==> config.mk <==
export PLATFORM = sky130hd
export DESIGN_NAME = event_register_bank
export DESIGN_NICKNAME = d
export VERILOG_FILES = /design/src/pkg/event_regs_pkg.sv /design/src/rtl/event_register_bank.sv /design/src/rtl/event_latch.sv
export VERILOG_INCLUDE_DIRS = /design/src /design/src/pkg
export SDC_FILE = /design/constraint.sdc
export NUM_CORES = 1
export LEC_CHECK = 0
export BUFFER_PORTS_ARGS = -buffer_cell sky130_fd_sc_hd__buf_2
export CELL_PAD_IN_SITES_DETAIL_PLACEMENT = 2
export CELL_PAD_IN_SITES_GLOBAL_PLACEMENT = 2
export CORE_ASPECT_RATIO = 1.25
export CORE_MARGIN = 2
export CORE_UTILIZATION = 33
export DETAILED_ROUTE_END_ITERATION = 8
export HOLD_SLACK_MARGIN = 0.12
export PLACE_DENSITY_LB_ADDON = 0.1
export SYNTH_ARGS = -nofsm -noshare
export SYNTH_HDL_FRONTEND = slang
export SYNTH_HIERARCHICAL = 1
export SYNTH_SLANG_ARGS = --single-unit
export TNS_END_PERCENT = 20
==> constraint.sdc <==
create_clock -name core_clk -period 5.55 [get_ports core_clk]
set_clock_uncertainty 0.05 [all_clocks]
set_input_delay 1.11 -clock core_clk [delete_from_list [all_inputs] [get_ports core_clk]]
set_output_delay 1.11 -clock core_clk [all_outputs]
set_load 0.01 [all_outputs]
==> src/pkg/event_regs_consts.svh <==
`ifndef EVENT_REGS_CONSTS_SVH
`define EVENT_REGS_CONSTS_SVH

// Register addresses.
`define ADDR_EVENT_SOURCE 8'h01
`define ADDR_EVENT_MASK 8'h02
`define ADDR_LIVE_CONDITION 8'h03
`define ADDR_LOCKOUT_FLAGS 8'h04
`define ADDR_GLOBAL_CONTROL 8'h05
`define ADDR_CONV_CFG_A 8'h30
`define ADDR_CONV_CFG_B 8'h31
`define ADDR_NEG_LEVEL_LOW 8'h32
`define ADDR_NEG_DELAYS 8'h40
`define ADDR_POS_DELAYS 8'h41

// Event bit positions.
`define BIT_NEG_PGOOD 6
`define BIT_POS_PGOOD 5
`define BIT_NEG_SHORT 4
`define BIT_POS_SHORT 3
`define BIT_NEG_OVLD 2
`define BIT_POS_OVLD 1
`define BIT_EXT_FAULT 0

// Register bit masks and reset values.
`define EVENT_BITS_MASK 8'h7f
`define LOCKOUT_BITS_MASK 8'h0e
`define GLOBAL_CTRL_MASK 8'h0f
`define CONV_CFG_A_MASK 8'h77
`define CONV_CFG_B_MASK 8'h01
`define EVENT_SOURCE_RESET 8'h00
`define EVENT_MASK_RESET 8'h7f
`define CFG_RESET 8'h00

`endif

==> src/pkg/event_regs_pkg.sv <==
package event_regs_pkg;
    typedef logic [7:0] reg_byte_t;
    typedef logic [6:0] event_vec_t;
endpackage

==> src/rtl/event_register_bank.sv <==
`timescale 1ns/1ns
`include "event_regs_consts.svh"

// Operation
// - Shutdown returns every register to reset.
// - Event source resets zero; reads clear it.
// - Bit 6 set when negative rail not good.
// - Bit 5 set when positive rail good.
// - Bit 4 set on negative rail short.
// - Bit 3 set on positive rail short.
// - Bit 2 latches negative overload until read.
// - Bit 1 latches positive overload until read.
// - Bit 0 set on external fault input.
// - Mask bits suppress the interrupt from sources, default one.
module event_register_bank
(
    input wire logic core_clk,
    input wire logic resetn,
    input wire logic clk_en,
    input wire logic shutdown,
    input wire logic neg_rail_below_pgood,
    input wire logic pos_rail_above_pgood,
    input wire logic neg_rail_short,
    input wire logic pos_rail_short,
    input wire logic neg_rail_overload,
    input wire logic pos_rail_overload,
    input wire logic external_fault_input,
    input wire logic [2:0] lockout_events,
    input wire logic reg_wr,
    input wire logic reg_rd,
    input wire event_regs_pkg::reg_byte_t reg_addr,
    input wire event_regs_pkg::reg_byte_t reg_wdata,
    output event_regs_pkg::reg_byte_t reg_rdata,
    output logic irq_pending,
    output event_regs_pkg::reg_byte_t global_control,
    output event_regs_pkg::reg_byte_t converter_config_a,
    output event_regs_pkg::reg_byte_t converter_config_b,
    output event_regs_pkg::reg_byte_t negative_level_low,
    output event_regs_pkg::reg_byte_t negative_rail_delays,
    output event_regs_pkg::reg_byte_t positive_rail_delays
);
    import event_regs_pkg::*;

    // ------------------------------------------------------------
    // Event sources
    // ------------------------------------------------------------
    event_vec_t live_cond;
    event_vec_t event_flags;
    logic src_read;

    always_comb
    begin
        live_cond = '0;
        live_cond[`BIT_NEG_PGOOD] = neg_rail_below_pgood;
        live_cond[`BIT_POS_PGOOD] = pos_rail_above_pgood;
        live_cond[`BIT_NEG_SHORT] = neg_rail_short;
        live_cond[`BIT_POS_SHORT] = pos_rail_short;
        live_cond[`BIT_NEG_OVLD] = neg_rail_overload;
        live_cond[`BIT_POS_OVLD] = pos_rail_overload;
        live_cond[`BIT_EXT_FAULT] = external_fault_input;
    end

    assign src_read = reg_rd && (reg_addr == `ADDR_EVENT_SOURCE);

    event_latch u_event_latch
    (
        .core_clk(core_clk),
        .resetn(resetn),
        .clk_en(clk_en),
        .shutdown(shutdown),
        .set_in(live_cond),
        .clear_all(src_read),
        .flags(event_flags)
    );

    // ------------------------------------------------------------
    // Writable and lockout registers
    // ------------------------------------------------------------
    reg_byte_t mask_r, mask_nxt;
    reg_byte_t glob_r, glob_nxt;
    reg_byte_t cfga_r, cfga_nxt;
    reg_byte_t cfgb_r, cfgb_nxt;
    reg_byte_t lvl_r, lvl_nxt;
    reg_byte_t dneg_r, dneg_nxt;
    reg_byte_t dpos_r, dpos_nxt;
    reg_byte_t lock_r, lock_nxt;
    logic lock_read;

    assign lock_read = reg_rd && (reg_addr == `ADDR_LOCKOUT_FLAGS);

    always_comb
    begin
        mask_nxt = mask_r;
        glob_nxt = glob_r;
        cfga_nxt = cfga_r;
        cfgb_nxt = cfgb_r;
        lvl_nxt = lvl_r;
        dneg_nxt = dneg_r;
        dpos_nxt = dpos_r;
        lock_nxt = lock_r;
        if (lock_read)
            lock_nxt = '0;
        lock_nxt = lock_nxt | ({4'h0, lockout_events, 1'b0} & `LOCKOUT_BITS_MASK);
        if (reg_wr)
        begin
            case (reg_addr)
                `ADDR_EVENT_MASK: mask_nxt = reg_wdata & `EVENT_BITS_MASK;
                `ADDR_GLOBAL_CONTROL: glob_nxt = reg_wdata & `GLOBAL_CTRL_MASK;
                `ADDR_CONV_CFG_A: cfga_nxt = reg_wdata & `CONV_CFG_A_MASK;
                `ADDR_CONV_CFG_B: cfgb_nxt = reg_wdata & `CONV_CFG_B_MASK;
                `ADDR_NEG_LEVEL_LOW: lvl_nxt = reg_wdata;
                `ADDR_NEG_DELAYS: dneg_nxt = reg_wdata;
                `ADDR_POS_DELAYS: dpos_nxt = reg_wdata;
                default: ;
            endcase
        end
        if (shutdown)
        begin
            mask_nxt = `EVENT_MASK_RESET;
            glob_nxt = `CFG_RESET;
            cfga_nxt = `CFG_RESET;
            cfgb_nxt = `CFG_RESET;
            lvl_nxt = `CFG_RESET;
            dneg_nxt = `CFG_RESET;
            dpos_nxt = `CFG_RESET;
            lock_nxt = `CFG_RESET;
        end
    end

    always_ff @(posedge core_clk)
    begin
        if (!resetn)
        begin
            mask_r <= `EVENT_MASK_RESET;
            glob_r <= `CFG_RESET;
            cfga_r <= `CFG_RESET;
            cfgb_r <= `CFG_RESET;
            lvl_r <= `CFG_RESET;
            dneg_r <= `CFG_RESET;
            dpos_r <= `CFG_RESET;
            lock_r <= `CFG_RESET;
        end
        else if (clk_en)
        begin
            mask_r <= mask_nxt;
            glob_r <= glob_nxt;
            cfga_r <= cfga_nxt;
            cfgb_r <= cfgb_nxt;
            lvl_r <= lvl_nxt;
            dneg_r <= dneg_nxt;
            dpos_r <= dpos_nxt;
            lock_r <= lock_nxt;
        end
    end

    // ------------------------------------------------------------
    // Read data and interrupt
    // ------------------------------------------------------------
    reg_byte_t rdata_r, rdata_nxt;
    logic irq_r, irq_nxt;

    always_comb
    begin
        case (reg_addr)
            `ADDR_EVENT_SOURCE: rdata_nxt = {1'b0, event_flags};
            `ADDR_EVENT_MASK: rdata_nxt = mask_r;
            `ADDR_LIVE_CONDITION: rdata_nxt = {1'b0, live_cond};
            `ADDR_LOCKOUT_FLAGS: rdata_nxt = lock_r;
            `ADDR_GLOBAL_CONTROL: rdata_nxt = glob_r;
            `ADDR_CONV_CFG_A: rdata_nxt = cfga_r;
            `ADDR_CONV_CFG_B: rdata_nxt = cfgb_r;
            `ADDR_NEG_LEVEL_LOW: rdata_nxt = lvl_r;
            `ADDR_NEG_DELAYS: rdata_nxt = dneg_r;
            `ADDR_POS_DELAYS: rdata_nxt = dpos_r;
            default: rdata_nxt = 8'h00;
        endcase
        if (!reg_rd)
            rdata_nxt = rdata_r;
        irq_nxt = |(event_flags & ~mask_r[6:0]);
        if (shutdown)
        begin
            rdata_nxt = 8'h00;
            irq_nxt = 1'b0;
        end
    end

    always_ff @(posedge core_clk)
    begin
        if (!resetn)
        begin
            rdata_r <= 8'h00;
            irq_r <= 1'b0;
        end
        else if (clk_en)
        begin
            rdata_r <= rdata_nxt;
            irq_r <= irq_nxt;
        end
    end

    assign reg_rdata = rdata_r;
    assign irq_pending = irq_r;
    assign global_control = glob_r;
    assign converter_config_a = cfga_r;
    assign converter_config_b = cfgb_r;
    assign negative_level_low = lvl_r;
    assign negative_rail_delays = dneg_r;
    assign positive_rail_delays = dpos_r;

    // ------------------------------------------------------------
    // Assertions
    // ------------------------------------------------------------
    property p_shutdown_clears;
        @(posedge core_clk) disable iff (!resetn)
        (clk_en && shutdown) |=> (mask_r == `EVENT_MASK_RESET) && (event_flags == '0);
    endproperty
    a_shutdown_clears: assert property (p_shutdown_clears) else $error("shutdown left state");

    property p_read_clears;
        @(posedge core_clk) disable iff (!resetn)
        (clk_en && src_read && live_cond == '0 && !shutdown) |=> (event_flags == '0);
    endproperty
    a_read_clears: assert property (p_read_clears) else $error("read did not clear");

    property p_neg_pgood;
        @(posedge core_clk) disable iff (!resetn)
        (clk_en && neg_rail_below_pgood && !shutdown) |=> event_flags[`BIT_NEG_PGOOD];
    endproperty
    a_neg_pgood: assert property (p_neg_pgood) else $error("neg pgood not set");

    property p_pos_pgood;
        @(posedge core_clk) disable iff (!resetn)
        (clk_en && pos_rail_above_pgood && !shutdown) |=> event_flags[`BIT_POS_PGOOD];
    endproperty
    a_pos_pgood: assert property (p_pos_pgood) else $error("pos pgood not set");

    property p_neg_short;
        @(posedge core_clk) disable iff (!resetn)
        (clk_en && neg_rail_short && !shutdown) |=> event_flags[`BIT_NEG_SHORT];
    endproperty
    a_neg_short: assert property (p_neg_short) else $error("neg short not set");

    property p_pos_short;
        @(posedge core_clk) disable iff (!resetn)
        (clk_en && pos_rail_short && !shutdown) |=> event_flags[`BIT_POS_SHORT];
    endproperty
    a_pos_short: assert property (p_pos_short) else $error("pos short not set");

    property p_neg_ovld_hold;
        @(posedge core_clk) disable iff (!resetn)
        (event_flags[`BIT_NEG_OVLD] && !src_read && !shutdown && clk_en)
            |=> event_flags[`BIT_NEG_OVLD];
    endproperty
    a_neg_ovld_hold: assert property (p_neg_ovld_hold) else $error("neg overload lost");

    property p_pos_ovld;
        @(posedge core_clk) disable iff (!resetn)
        (clk_en && pos_rail_overload && !shutdown) |=> event_flags[`BIT_POS_OVLD];
    endproperty
    a_pos_ovld: assert property (p_pos_ovld) else $error("pos overload not set");

    property p_ext_fault;
        @(posedge core_clk) disable iff (!resetn)
        (clk_en && external_fault_input && !shutdown) |=> event_flags[`BIT_EXT_FAULT];
    endproperty
    a_ext_fault: assert property (p_ext_fault) else $error("fault not set");

    property p_mask_gates;
        @(posedge core_clk) disable iff (!resetn)
        (clk_en && !shutdown && (event_flags & ~mask_r[6:0]) == '0) |=> !irq_pending;
    endproperty
    a_mask_gates: assert property (p_mask_gates) else $error("masked irq raised");

    property p_rsvd_zero;
        @(posedge core_clk) disable iff (!resetn)
        $rose(reg_rd) ##0 (clk_en && reg_addr == `ADDR_EVENT_SOURCE) |=> (reg_rdata[7] == 1'b0);
    endproperty
    a_rsvd_zero: assert property (p_rsvd_zero) else $error("reserved bit set");
endmodule

==> src/rtl/event_latch.sv <==
`timescale 1ns/1ns
`include "event_regs_consts.svh"

module event_latch
(
    input wire logic core_clk,
    input wire logic resetn,
    input wire logic clk_en,
    input wire logic shutdown,
    input wire event_regs_pkg::event_vec_t set_in,
    input wire logic clear_all,
    output event_regs_pkg::event_vec_t flags
);
    import event_regs_pkg::*;

    event_vec_t flags_r;
    event_vec_t flags_nxt;

    // Each flag sets on its cause; a cause in the clearing cycle is kept.
    genvar gi;
    generate
        for (gi = 0; gi < 7; gi = gi + 1)
        begin : g_flag
            always_comb
            begin
                if (shutdown)
                    flags_nxt[gi] = 1'b0;
                else if (set_in[gi])
                    flags_nxt[gi] = 1'b1;
                else if (clear_all)
                    flags_nxt[gi] = 1'b0;
                else
                    flags_nxt[gi] = flags_r[gi];
            end
        end
    endgenerate

    always_ff @(posedge core_clk)
    begin
        if (!resetn)
            flags_r <= event_vec_t'(`EVENT_SOURCE_RESET);
        else if (clk_en)
            flags_r <= flags_nxt;
    end

    assign flags = flags_r;
endmodule

==> qor.yml, run 1 <==
finalNetCount: 467
start_util: 0.3421
layout_common_cells: "buf_2 (75), dfxtp_1 (61), nor2b_1 (52)"
fin_tns_setup_ns: 0
io_pins: 89
yosysTopAreaCell: "dfxtp_1"
cts_setup_buffers: 0
timing.final.ws_setup_ns: 2.206
clkLatencyLatePin_ns: 0.33
drc: 0
final_util: 0.4128
worstPathArrival_ns: 3.51
grt_pass1_wl_um: 19220
synth_edf_count: 0
syn_area_per_cell_sq_um: 8.788
hpwl_um: 9049
cts_tree: "yes"
worst-setup-path-type: "in -> reg"
peakVddDrop_mv: 0.1680
synthSimpleGateAreaFrac: 0.2529
clock_sinks: 61
path_max_fanout: 29
wl_per_cell_um: 22.06
ctsHoldBuffers: 0
via_count: 3077
gr-total-overflow: 0
synth_compound_area_frac: 0.1817
root_buffer: "clkbuf_16"
cts.repair.resized: 0
start_kind: "primary input"
yosysTopAreaCellShare: 0.3696
hold_class: "reg -> reg"
fmax_ghz: 0.2990
period_share: 0.6026
portBuffers: 75
die_x_um: 93.50
area_growth_pct: 20.67
setup_viol: 0
drtIter0Drc: 94
required_ns: 5.71
yosys.area_share.adder: 0
finalCriticalPeriod_ns: 3.344
ys_types: 51
relSlewSlack: 0.2811
wirelength_um: 12490
syn_inst: 376
yosys_most_used_dff: "dfxtp_1"
maxCapViolCount: 0
seq_area_frac_synth: 0.3696
grt_start_max_net_pins: 64
firstDrtPassIters: 4
drive_gt1_frac: 0.2250
clk_pin_slew_worst_paths_ns: 0.05
die-area_sq_um: 10830
synthTopCellsByArea: "dfxtp_1 (37%), mux2i_1 (11%), nor2b_1 (9.8%), a22oi_1 (4.1%), nand2_1 (3.3%)"
h-tree-depth: 3
powerDensity_nw_per_um2: 301.1
synth_warnings: 6
worst_slew_pin_slew_ns: 1.076
p_leak_uw: 0.001581
antenna_found_initial: 0
dp_slack_ns: 1.959
synth-seq-cells: 61
core-area_sq_um: 9659
synth_top_family_by_area: "simple AND/OR/NAND/NOR gates"
async_reset_ff_frac: 0
die_h_um: 115.9
synthXorXnorAreaFrac: 0
row_count: 40
via_per_inst: 5.436
syn-cell-area_sq_um: 3304
cts_made_buffers: 9
clock_path_buffers: 2
finalHoldViolCount: 0
final_antenna_net_count: 0
holdWs_ns: 0.4048
diodes: 0
critPathCaptureType: "flop"
outcome: "completed"
grt_pass1_vias: 3272
track_usage: 0.2394
rsz0062_at_grt: "false"
final_common_cell: "buf_2"
maxSlewViolCount: 0
synthMuxAreaShare: 0.1155
place.gp.congestion: 0.7868
power breakdown:
| group | switching, uW | internal, uW | total (uW) |
|---|---|---|---|
| clock network | 209 | 404 | 614 |
| logic | 81.1 | 45.6 | 127 |
| registers | 11.2 | 449 | 460 |
cells by family (layout without fill, tap and decap cells):
| family | after synthesis | after routing |
|---|---|---|
| buffers and inverters | 49 | 101 |
| other | 1 | 13 |
| and+or+nand+nor | 140 | 140 |
| DFF | 61 | 61 |
| AOI/OAI and AO/OA | 87 | 87 |
| muxes | 38 | 38 |
state kept, by name, indices dropped and copies added, names as in the netlist, 4 cells and up:
register	count
converter_config_a	6
global_control	4
mask_r	7
negative_level_low	8
negative_rail_delays	8
positive_rail_delays	8
reg_rdata	8
u_event_latch/flags	7
stage by stage:
step | cell area, sq um | power [uW] | instances
global route | 3988 | 1247 | 566
detailed placement | 3662 | 595.2 | 550
finish | 3988 | 1201 | 566
global placement | 3662 | 592.2 | 550
CTS | 3988 | 1213 | 566
floorplan | 3349 | 553.5 | 388
cell usage after synthesis, types with 3 or more instances:
cell type,instances
a21oi_1,3
a22oi_1,18
a31oi_1,3
a32oi_1,5
and2_1,5
and3_1,3
buf_2,14
buf_4,14
clkbuf_1,10
dfxtp_1,61
inv_1,9
mux2i_1,37
nand2_1,29
nand3_1,4
nor2_1,12
nor2b_1,52
nor3_1,11
nor3b_1,3
nor4_1,4
o21a_1,3
o21ai_0,3
o21ai_1,19
o22ai_1,13
o2bb2ai_1,4
o31ai_1,3
worst paths after layout:
check	cells after the start	slack (ns)	start	end
max	6	2.21	reg_addr[0]	positive_rail_delays[5]$_SDFFE_PN0P_
min	2	0.40	reg_rdata[5]$_SDFFE_PN0P_	reg_rdata[5]$_SDFFE_PN0P_
max reg2reg	5	3.88	converter_config_b[0]$_SDFFE_PN0P_	reg_rdata[0]$_SDFFE_PN0P_
min reg2reg	2	0.40	reg_rdata[5]$_SDFFE_PN0P_	reg_rdata[5]$_SDFFE_PN0P_
layer usage:
metal	track usage	wire (um)	up-vias
li1	-	-	1448
met1	0.3057	5434	1538
met2	0.4014	6178	73
met3	0.04161	570	18
met4	0.09510	305	0
met5	0	0	-
final cells by class:
cell class,count,area (sq um)
fillers,1101,5672
multi-input cells,278,1867
flip-flops and latches,61,1221
repair buffers,76,382.9
clock buffers,10,239.0
well taps,126,157.7
clock inverters,6,86.33
inverters,9,33.78
worst max-delay path, stage by stage:
cell and delay, ns:
buf_2 0.51, nor4b_2 0.54, a31oi_1 0.15, nor2b_1 0.80, mux2i_1 0.31, nor2b_1 0.07
No activity file was read; power rests on OpenSTA's default activity.
==> run 2, diff against run 1 <==
--- a/config.mk
+++ b/config.mk
@@ -11,7 +11,7 @@
 export CELL_PAD_IN_SITES_GLOBAL_PLACEMENT = 2
 export CORE_ASPECT_RATIO = 1.25
 export CORE_MARGIN = 2
-export CORE_UTILIZATION = 33
+export CORE_UTILIZATION = 31
 export DETAILED_ROUTE_END_ITERATION = 8
 export HOLD_SLACK_MARGIN = 0.12
 export PLACE_DENSITY_LB_ADDON = 0.1
==> constraint.sdc (replaced) <==
create_clock -name core_clk -period 3.15 [get_ports core_clk]
set_clock_uncertainty 0.05 [all_clocks]
set_input_delay 0.63 -clock core_clk [delete_from_list [all_inputs] [get_ports core_clk]]
set_output_delay 0.63 -clock core_clk [all_outputs]
set_load 0.01 [all_outputs]
==> qor.yml, run 2 (synthesis gave the netlist of run 1 again) <==
outcome: "completed"
post_dp_cell_area_sq_um: 3745  # +2.3%
finalNetCount: 477  # +2.1%
cts_made_buffers: 9  # unchanged
clock_path_buffers: 2  # unchanged
path_max_fanout: 21  # -28%
grt_pass1_vias: 3309  # +1.1%
nFillCells: 1200  # +9.0%
final_antenna_net_count: 0  # unchanged
area_growth_pct: 22.64
finalCriticalPeriod_ns: 2.185
relSlewSlack: 0.4943  # +0.2132
grt_start_max_net_pins: 63  # -1.6%
ctsHoldBuffers: 0  # unchanged
p_switching_uw: 521.1  # +73%
final_common_cell: "buf_2"
powerDensity_nw_per_um2: 515.1  # +71%
die-area_sq_um: 11510  # +6.2%
dp_slack_ns: 0.6639  # -1.295 ns
p_leak_uw: 0.001626  # +2.9%
slowest_stage: "a2111oi_0"
drive_gt1_frac: 0.2378  # +0.01278
comb_power_share: 0.110  # +0.004
core-area_sq_um: 10510  # +8.8%
cts_tree: "yes"
timing.final.ws_setup_ns: 0.9651  # -1.241 ns
drtIter0Drc: 109  # +16%
hpwl_um: 9643  # +6.6%
gr-total-overflow: 0  # unchanged
period_share: 0.6936
path_cells: "buf_2, mux2_1, nand3_1, o21ai_1, a2111oi_0, o21ai_1"
row_count: 42  # +5.0%
pwr-share-clk: 0.501  # -0.010
peakVddDrop_mv: 0.2145  # +28%
design_area_sq_um: 4053  # +1.6%
track_usage: 0.2371  # -0.002359
internal_power_uw: 1566  # +74%
rsz0062_at_grt: "false"
fmax_ghz: 0.4577
maxSlewViolCount: 0  # unchanged
swShare: 0.2497  # -0.001669
maxCapViolCount: 0  # unchanged
seqPwrFrac: 0.389  # +0.006
h-tree-depth: 3  # unchanged
die_x_um: 96.35  # +3.0%
layout_common_cells: "buf_2 (75), dfxtp_1 (61), nor2b_1 (52)"
cts.repair.resized: 0  # unchanged
finalHoldViolCount: 0  # unchanged
clk_pin_slew_worst_paths_ns: 0.05  # about the same
diodes: 0  # unchanged
worstPathArrival_ns: 2.33  # -1.18 ns
critPathCaptureType: "flop"
max_stage_delay_ns: 0.66  # -0.14 ns
worst-setup-path-type: "in -> reg"
root_buffer: "clkbuf_16"
die_h_um: 119.4  # +3.1%
firstDrtPassIters: 4  # unchanged
clock_sinks: 61  # unchanged
worst_slew_pin_slew_ns: 0.7394  # -0.3367 ns
portBuffers: 75  # unchanged
grt_pass1_wl_um: 19860  # +3.3%
clkLatencyLatePin_ns: 0.33  # about the same
wirelength_um: 12850  # +2.9%
via_count: 3088  # +0.36%
via_per_inst: 5.306  # -2.4%
cp_common_cell: "o21ai_1"
cts_setup_buffers: 0  # unchanged
wl_per_cell_um: 22.07  # about the same
start_kind: "primary input"
required_ns: 3.30  # -2.41 ns
place.gp.congestion: 0.8763  # +11%
setup_viol: 0  # unchanged
io_pins: 89  # unchanged
start_util: 0.3144  # -0.02769
fin_tns_setup_ns: 0  # unchanged
drc: 0  # unchanged
antenna_found_initial: 0  # unchanged
hold_class: "reg -> reg"
-- run 2: final timing paths --
check,from,to,slack [ns],cells after the start
worst max-delay path,reg_addr[0],reg_rdata[0]$_SDFFE_PN0P_,0.97,6
worst max register to register,converter_config_b[0]$_SDFFE_PN0P_,reg_rdata[0]$_SDFFE_PN0P_,1.40,5
worst min register to register,reg_rdata[1]$_SDFFE_PN0P_,reg_rdata[1]$_SDFFE_PN0P_,0.40,2
worst min-delay path,reg_rdata[1]$_SDFFE_PN0P_,reg_rdata[1]$_SDFFE_PN0P_,0.40,2
-- run 2: critical path: cells and delay by family --
| kind | cells | cell delay [ns] |
|---|---|---|
| buffers and inverters | 1 | 0.39 |
| multiplexers | 1 | 0.38 |
| AO/OA/AOI/OAI | 3 | 0.83 |
| AND/OR/NAND/NOR | 1 | 0.10 |
-- run 2: through the flow --
stage,power (uW),utilization,cells,hold slack (ns)
2_1_floorplan,975.3,-,388,0.3963
3_3_place_gp,1054,0.3563,566,0.4010
3_5_place_dp,1059,0.3563,566,0.3952
4_1_cts,2115,0.3856,582,0.4028
5_1_grt,2172,0.3856,582,0.4299
6_report,2087,0.3856,582,0.3971
-- run 2: layout make-up --
type                            instances  area, sq um  share of cell area
Sequential cell                        61         1221              0.3013
Clock buffer                           11        232.7             0.05743
Clock inverter                          5        75.07             0.01852
Tap cell                              132        165.2             0.04075
Multi-Input combinational cell        278         1867              0.4606
Inverter                                9        33.78            0.008336
Timing Repair Buffer                   86        457.9              0.1130
-- run 2: metal layers --
| metal | up-vias | wire [um] | track usage | part of all wire |
|---|---|---|---|---|
| met4 | 0 | 326 | 0.09947 | 0.025 |
| met5 | - | 0 | 0 | 0 |
| met1 | 1537 | 5656 | 0.3066 | 0.44 |
| met2 | 67 | 6454 | 0.3859 | 0.50 |
| li1 | 1469 | - | - | - |
| met3 | 15 | 408 | 0.03858 | 0.032 |
-- run 2: power groups by stage --
stage / Clock [uW] / Sequential, uW / Combinational (uW)
after detailed placement: 0 / 828 / 231
after floorplan: 0 / 824 / 151
final: 1050 / 812 / 230
after global routing: 1110 / 814 / 251
after CTS: 1070 / 812 / 233
after global placement: 0 / 828 / 226
==> run 3, diff against run 2 <==
--- a/config.mk
+++ b/config.mk
@@ -6,12 +6,13 @@
 export SDC_FILE = /design/constraint.sdc
 export NUM_CORES = 1
 export LEC_CHECK = 0
+export ABC_AREA = 1
 export BUFFER_PORTS_ARGS = -buffer_cell sky130_fd_sc_hd__buf_2
 export CELL_PAD_IN_SITES_DETAIL_PLACEMENT = 2
 export CELL_PAD_IN_SITES_GLOBAL_PLACEMENT = 2
 export CORE_ASPECT_RATIO = 1.25
 export CORE_MARGIN = 2
-export CORE_UTILIZATION = 31
+export CORE_UTILIZATION = 26
 export DETAILED_ROUTE_END_ITERATION = 8
 export HOLD_SLACK_MARGIN = 0.12
 export PLACE_DENSITY_LB_ADDON = 0.1
==> constraint.sdc (replaced) <==
create_clock -name core_clk -period 2 [get_ports core_clk]
set_clock_uncertainty 0.05 [all_clocks]
set_input_delay 0.4 -clock core_clk [delete_from_list [all_inputs] [get_ports core_clk]]
set_output_delay 0.4 -clock core_clk [all_outputs]
set_load 0.01 [all_outputs]
==> qor.yml, run 3 <==
via_per_inst: 4.765  # -10%
setup_viol: 0  # unchanged
ctsHoldBuffers: 0  # unchanged
relSlewSlack: 0.6286  # +0.1343
peakVddDrop_mv: 0.3341  # +56%
hold_depth: 3  # +1
yosys_most_used_dff: "dfxtp_1"
outcome: "completed"
finalCriticalPeriod_ns: 1.550
die_x_um: 104.5  # +8.4%
synthSimpleGateAreaFrac: 0.2900  # +0.03703
synth-seq-cells: 61  # unchanged
synthTopCellsByArea: "dfxtp_1 (37%), nand2_1 (12%), nand3_1 (10%), a21oi_1 (7.3%), o21ai_0 (6.3%)"
synth_compound_area_frac: 0.2041  # +0.02237
place.gp.congestion: 0.7696  # -12%
yosysMostFrequentCell: "nand2_1"
fin_cells: 722  # +24%
wirelength_um: 12820  # -0.19%
cts_tree: "yes"
maxCapViolCount: 0  # unchanged
drtIter0Drc: 85  # -22%
cts_made_buffers: 9  # unchanged
seq_area_frac_synth: 0.3724  # +0.002820
antenna_found_initial: 0  # unchanged
clock_path_buffers: 2  # unchanged
syn_area_per_cell_sq_um: 7.037  # -20%
placed_cells: 708  # +25%
finalNetCount: 587  # +23%
firstDrtPassIters: 4  # unchanged
track_usage: 0.1961  # -0.04099
clock_sinks: 61  # unchanged
fmax_ghz: 0.6451
drive_gt1_frac: 0.2652  # +0.02746
synth_top_family_by_area: "simple AND/OR/NAND/NOR gates"
ys_types: 26  # -49%
root_buffer: "clkbuf_16"
ff2ff_setup_slack_ns: 0.79  # -0.61 ns
synth_edf_count: 0  # unchanged
period_share: 0.7751
rsz0062_at_grt: "false"
path_max_fanout: 12  # -43%
yosysTopAreaCell: "dfxtp_1"
grt_pass1_wl_um: 20270  # +2.1%
syn-cell-area_sq_um: 3279  # -0.76%
critPathCaptureType: "flop"
min_to: "lock_r[1]$_SDFFE_PN0P_"
grt_start_max_net_pins: 23  # -63%
cts_setup_buffers: 0  # unchanged
reg2reg_from: "converter_config_b[0]$_SDFFE_PN0P_"
final_common_cell: "nand2_1"
yosysTopAreaCellShare: 0.3724  # +0.002820
portBuffers: 75  # unchanged
start_util: 0.2684  # -0.04600
layout_common_cells: "nand2_1 (103), buf_2 (75), nand3_1 (67)"
p_leak_uw: 0.001958  # +20%
fin_tns_setup_ns: 0  # unchanged
cts.repair.resized: 0  # unchanged
clk_pin_slew_worst_paths_ns: 0.06  # about the same
die-area_sq_um: 13530  # +18%
synthXorXnorAreaFrac: 0  # unchanged
drc: 0  # unchanged
gr-total-overflow: 0  # unchanged
maxSlewViolCount: 0  # unchanged
final_antenna_net_count: 0  # unchanged
finalHoldViolCount: 0  # unchanged
clkLatencyLatePin_ns: 0.33  # about the same
h-tree-depth: 3  # unchanged
synth_warnings: 6  # unchanged
yosys.area_share.adder: 0  # unchanged
required_ns: 2.20  # -1.10 ns
via_count: 3440  # +11%
async_reset_ff_frac: 0  # unchanged
diodes: 0  # unchanged
area_growth_pct: 26.10
synthMuxAreaShare: 0  # -0.1155
worst_slew_pin_slew_ns: 0.5566  # -0.1829 ns
worst-setup-path-type: "in -> reg"
die_h_um: 129.6  # +8.5%
worstPathArrival_ns: 1.75  # -0.58 ns
core-area_sq_um: 12220  # +16%
rr_worst_depth: 6  # +1
hpwl_um: 10050  # +4.2%
powerDensity_nw_per_um2: 765.0  # +49%
syn_inst: 466  # +24%
hold_start: "lockout_events[0]"
grt_pass1_vias: 3642  # +10%
hold_class: "in -> reg"
io_pins: 89  # unchanged
row_count: 45  # +7.1%
r2r_end: "reg_rdata[0]$_SDFFE_PN0P_"
yosys-top-cells-count: "nand2_1 (103), nand3_1 (67), dfxtp_1 (61)"
start_kind: "primary input"
wl_per_cell_um: 17.76  # -20%
crit_start: "reg_addr[6]"
==> run 3: layout make-up <==
cell class	count	area, sq um
Sequential cell	61	1221
Inverter	47	178.9
Clock inverter	5	30.03
Timing Repair Buffer	99	605.6
Fill cell	1520	8083
Clock buffer	9	225.2
Multi-Input combinational cell	337	1669
Tap cell	164	205.2
==> run 3: kinds of logic (layout without fill, tap and decap cells) <==
| family | Yosys count | count (layout) |
|---|---|---|
| compound gates | 113 | 113 |
| buf+inv | 80 | 160 |
| flops | 61 | 61 |
| other cells | 1 | 13 |
| simple gates | 211 | 211 |
==> run 3: power breakdown <==
part,switching [uW],internal [uW],total [uW]
combinational,279,150,429
sequential,57.3,1280,1340
clock,579,816,1400
==> run 3: per-stage QoR <==
| step | hold slack [ns] | util | power, uW | instance area (sq um) | setup slack, ns |
|---|---|---|---|---|---|
| CTS | 0.2796 | 0.3385 | 3202 | 4135 | 0.4446 |
| finish | 0.2817 | 0.3385 | 3164 | 4135 | 0.4498 |
| global route | 0.3020 | 0.3385 | 3306 | 4135 | 0.2437 |
| global placement | 0.4023 | 0.3176 | 1784 | 3880 | 0.1446 |
| detailed placement | 0.4112 | 0.3176 | 1798 | 3880 | 0.09967 |
| floorplan | 0.3895 | - | 1614 | 3324 | 0.5362 |
==> run 3: worst max-delay path: stages <==
cell and delay [ns]:
buf_2 0.10, inv_1 0.06, nand2_2 0.09, nor2_4 0.22
buf_12 0.17, nand2_1 0.05, nand2_1 0.09, nand2_2 0.06
inv_2 0.20, o21ai_0 0.14, a21oi_1 0.16
==> run 3: how the worst max path moves through the flow <==
stage                                      endpoint  slack (ns)  depth (start not counted)
2_1_floorplan    converter_config_a[1]$_SDFFE_PN0P_        0.54                          8
5_1_grt        negative_rail_delays[2]$_SDFFE_PN0P_        0.24                          8
4_1_cts        negative_rail_delays[1]$_SDFFE_PN0P_        0.44                          8
6_report         converter_config_a[5]$_SDFFE_PN0P_        0.45                         11
3_5_place_dp   negative_rail_delays[2]$_SDFFE_PN0P_         0.1                          8
3_3_place_gp              reg_rdata[2]$_SDFFE_PN0P_        0.14                         11
==> run 3: per-layer routing <==
metal / share of wire / track usage
met3: 0.032 / 0.03571
met2: 0.50 / 0.3518
met1: 0.45 / 0.2372
met4: 0.018 / 0.06439
met5: 0 / 0
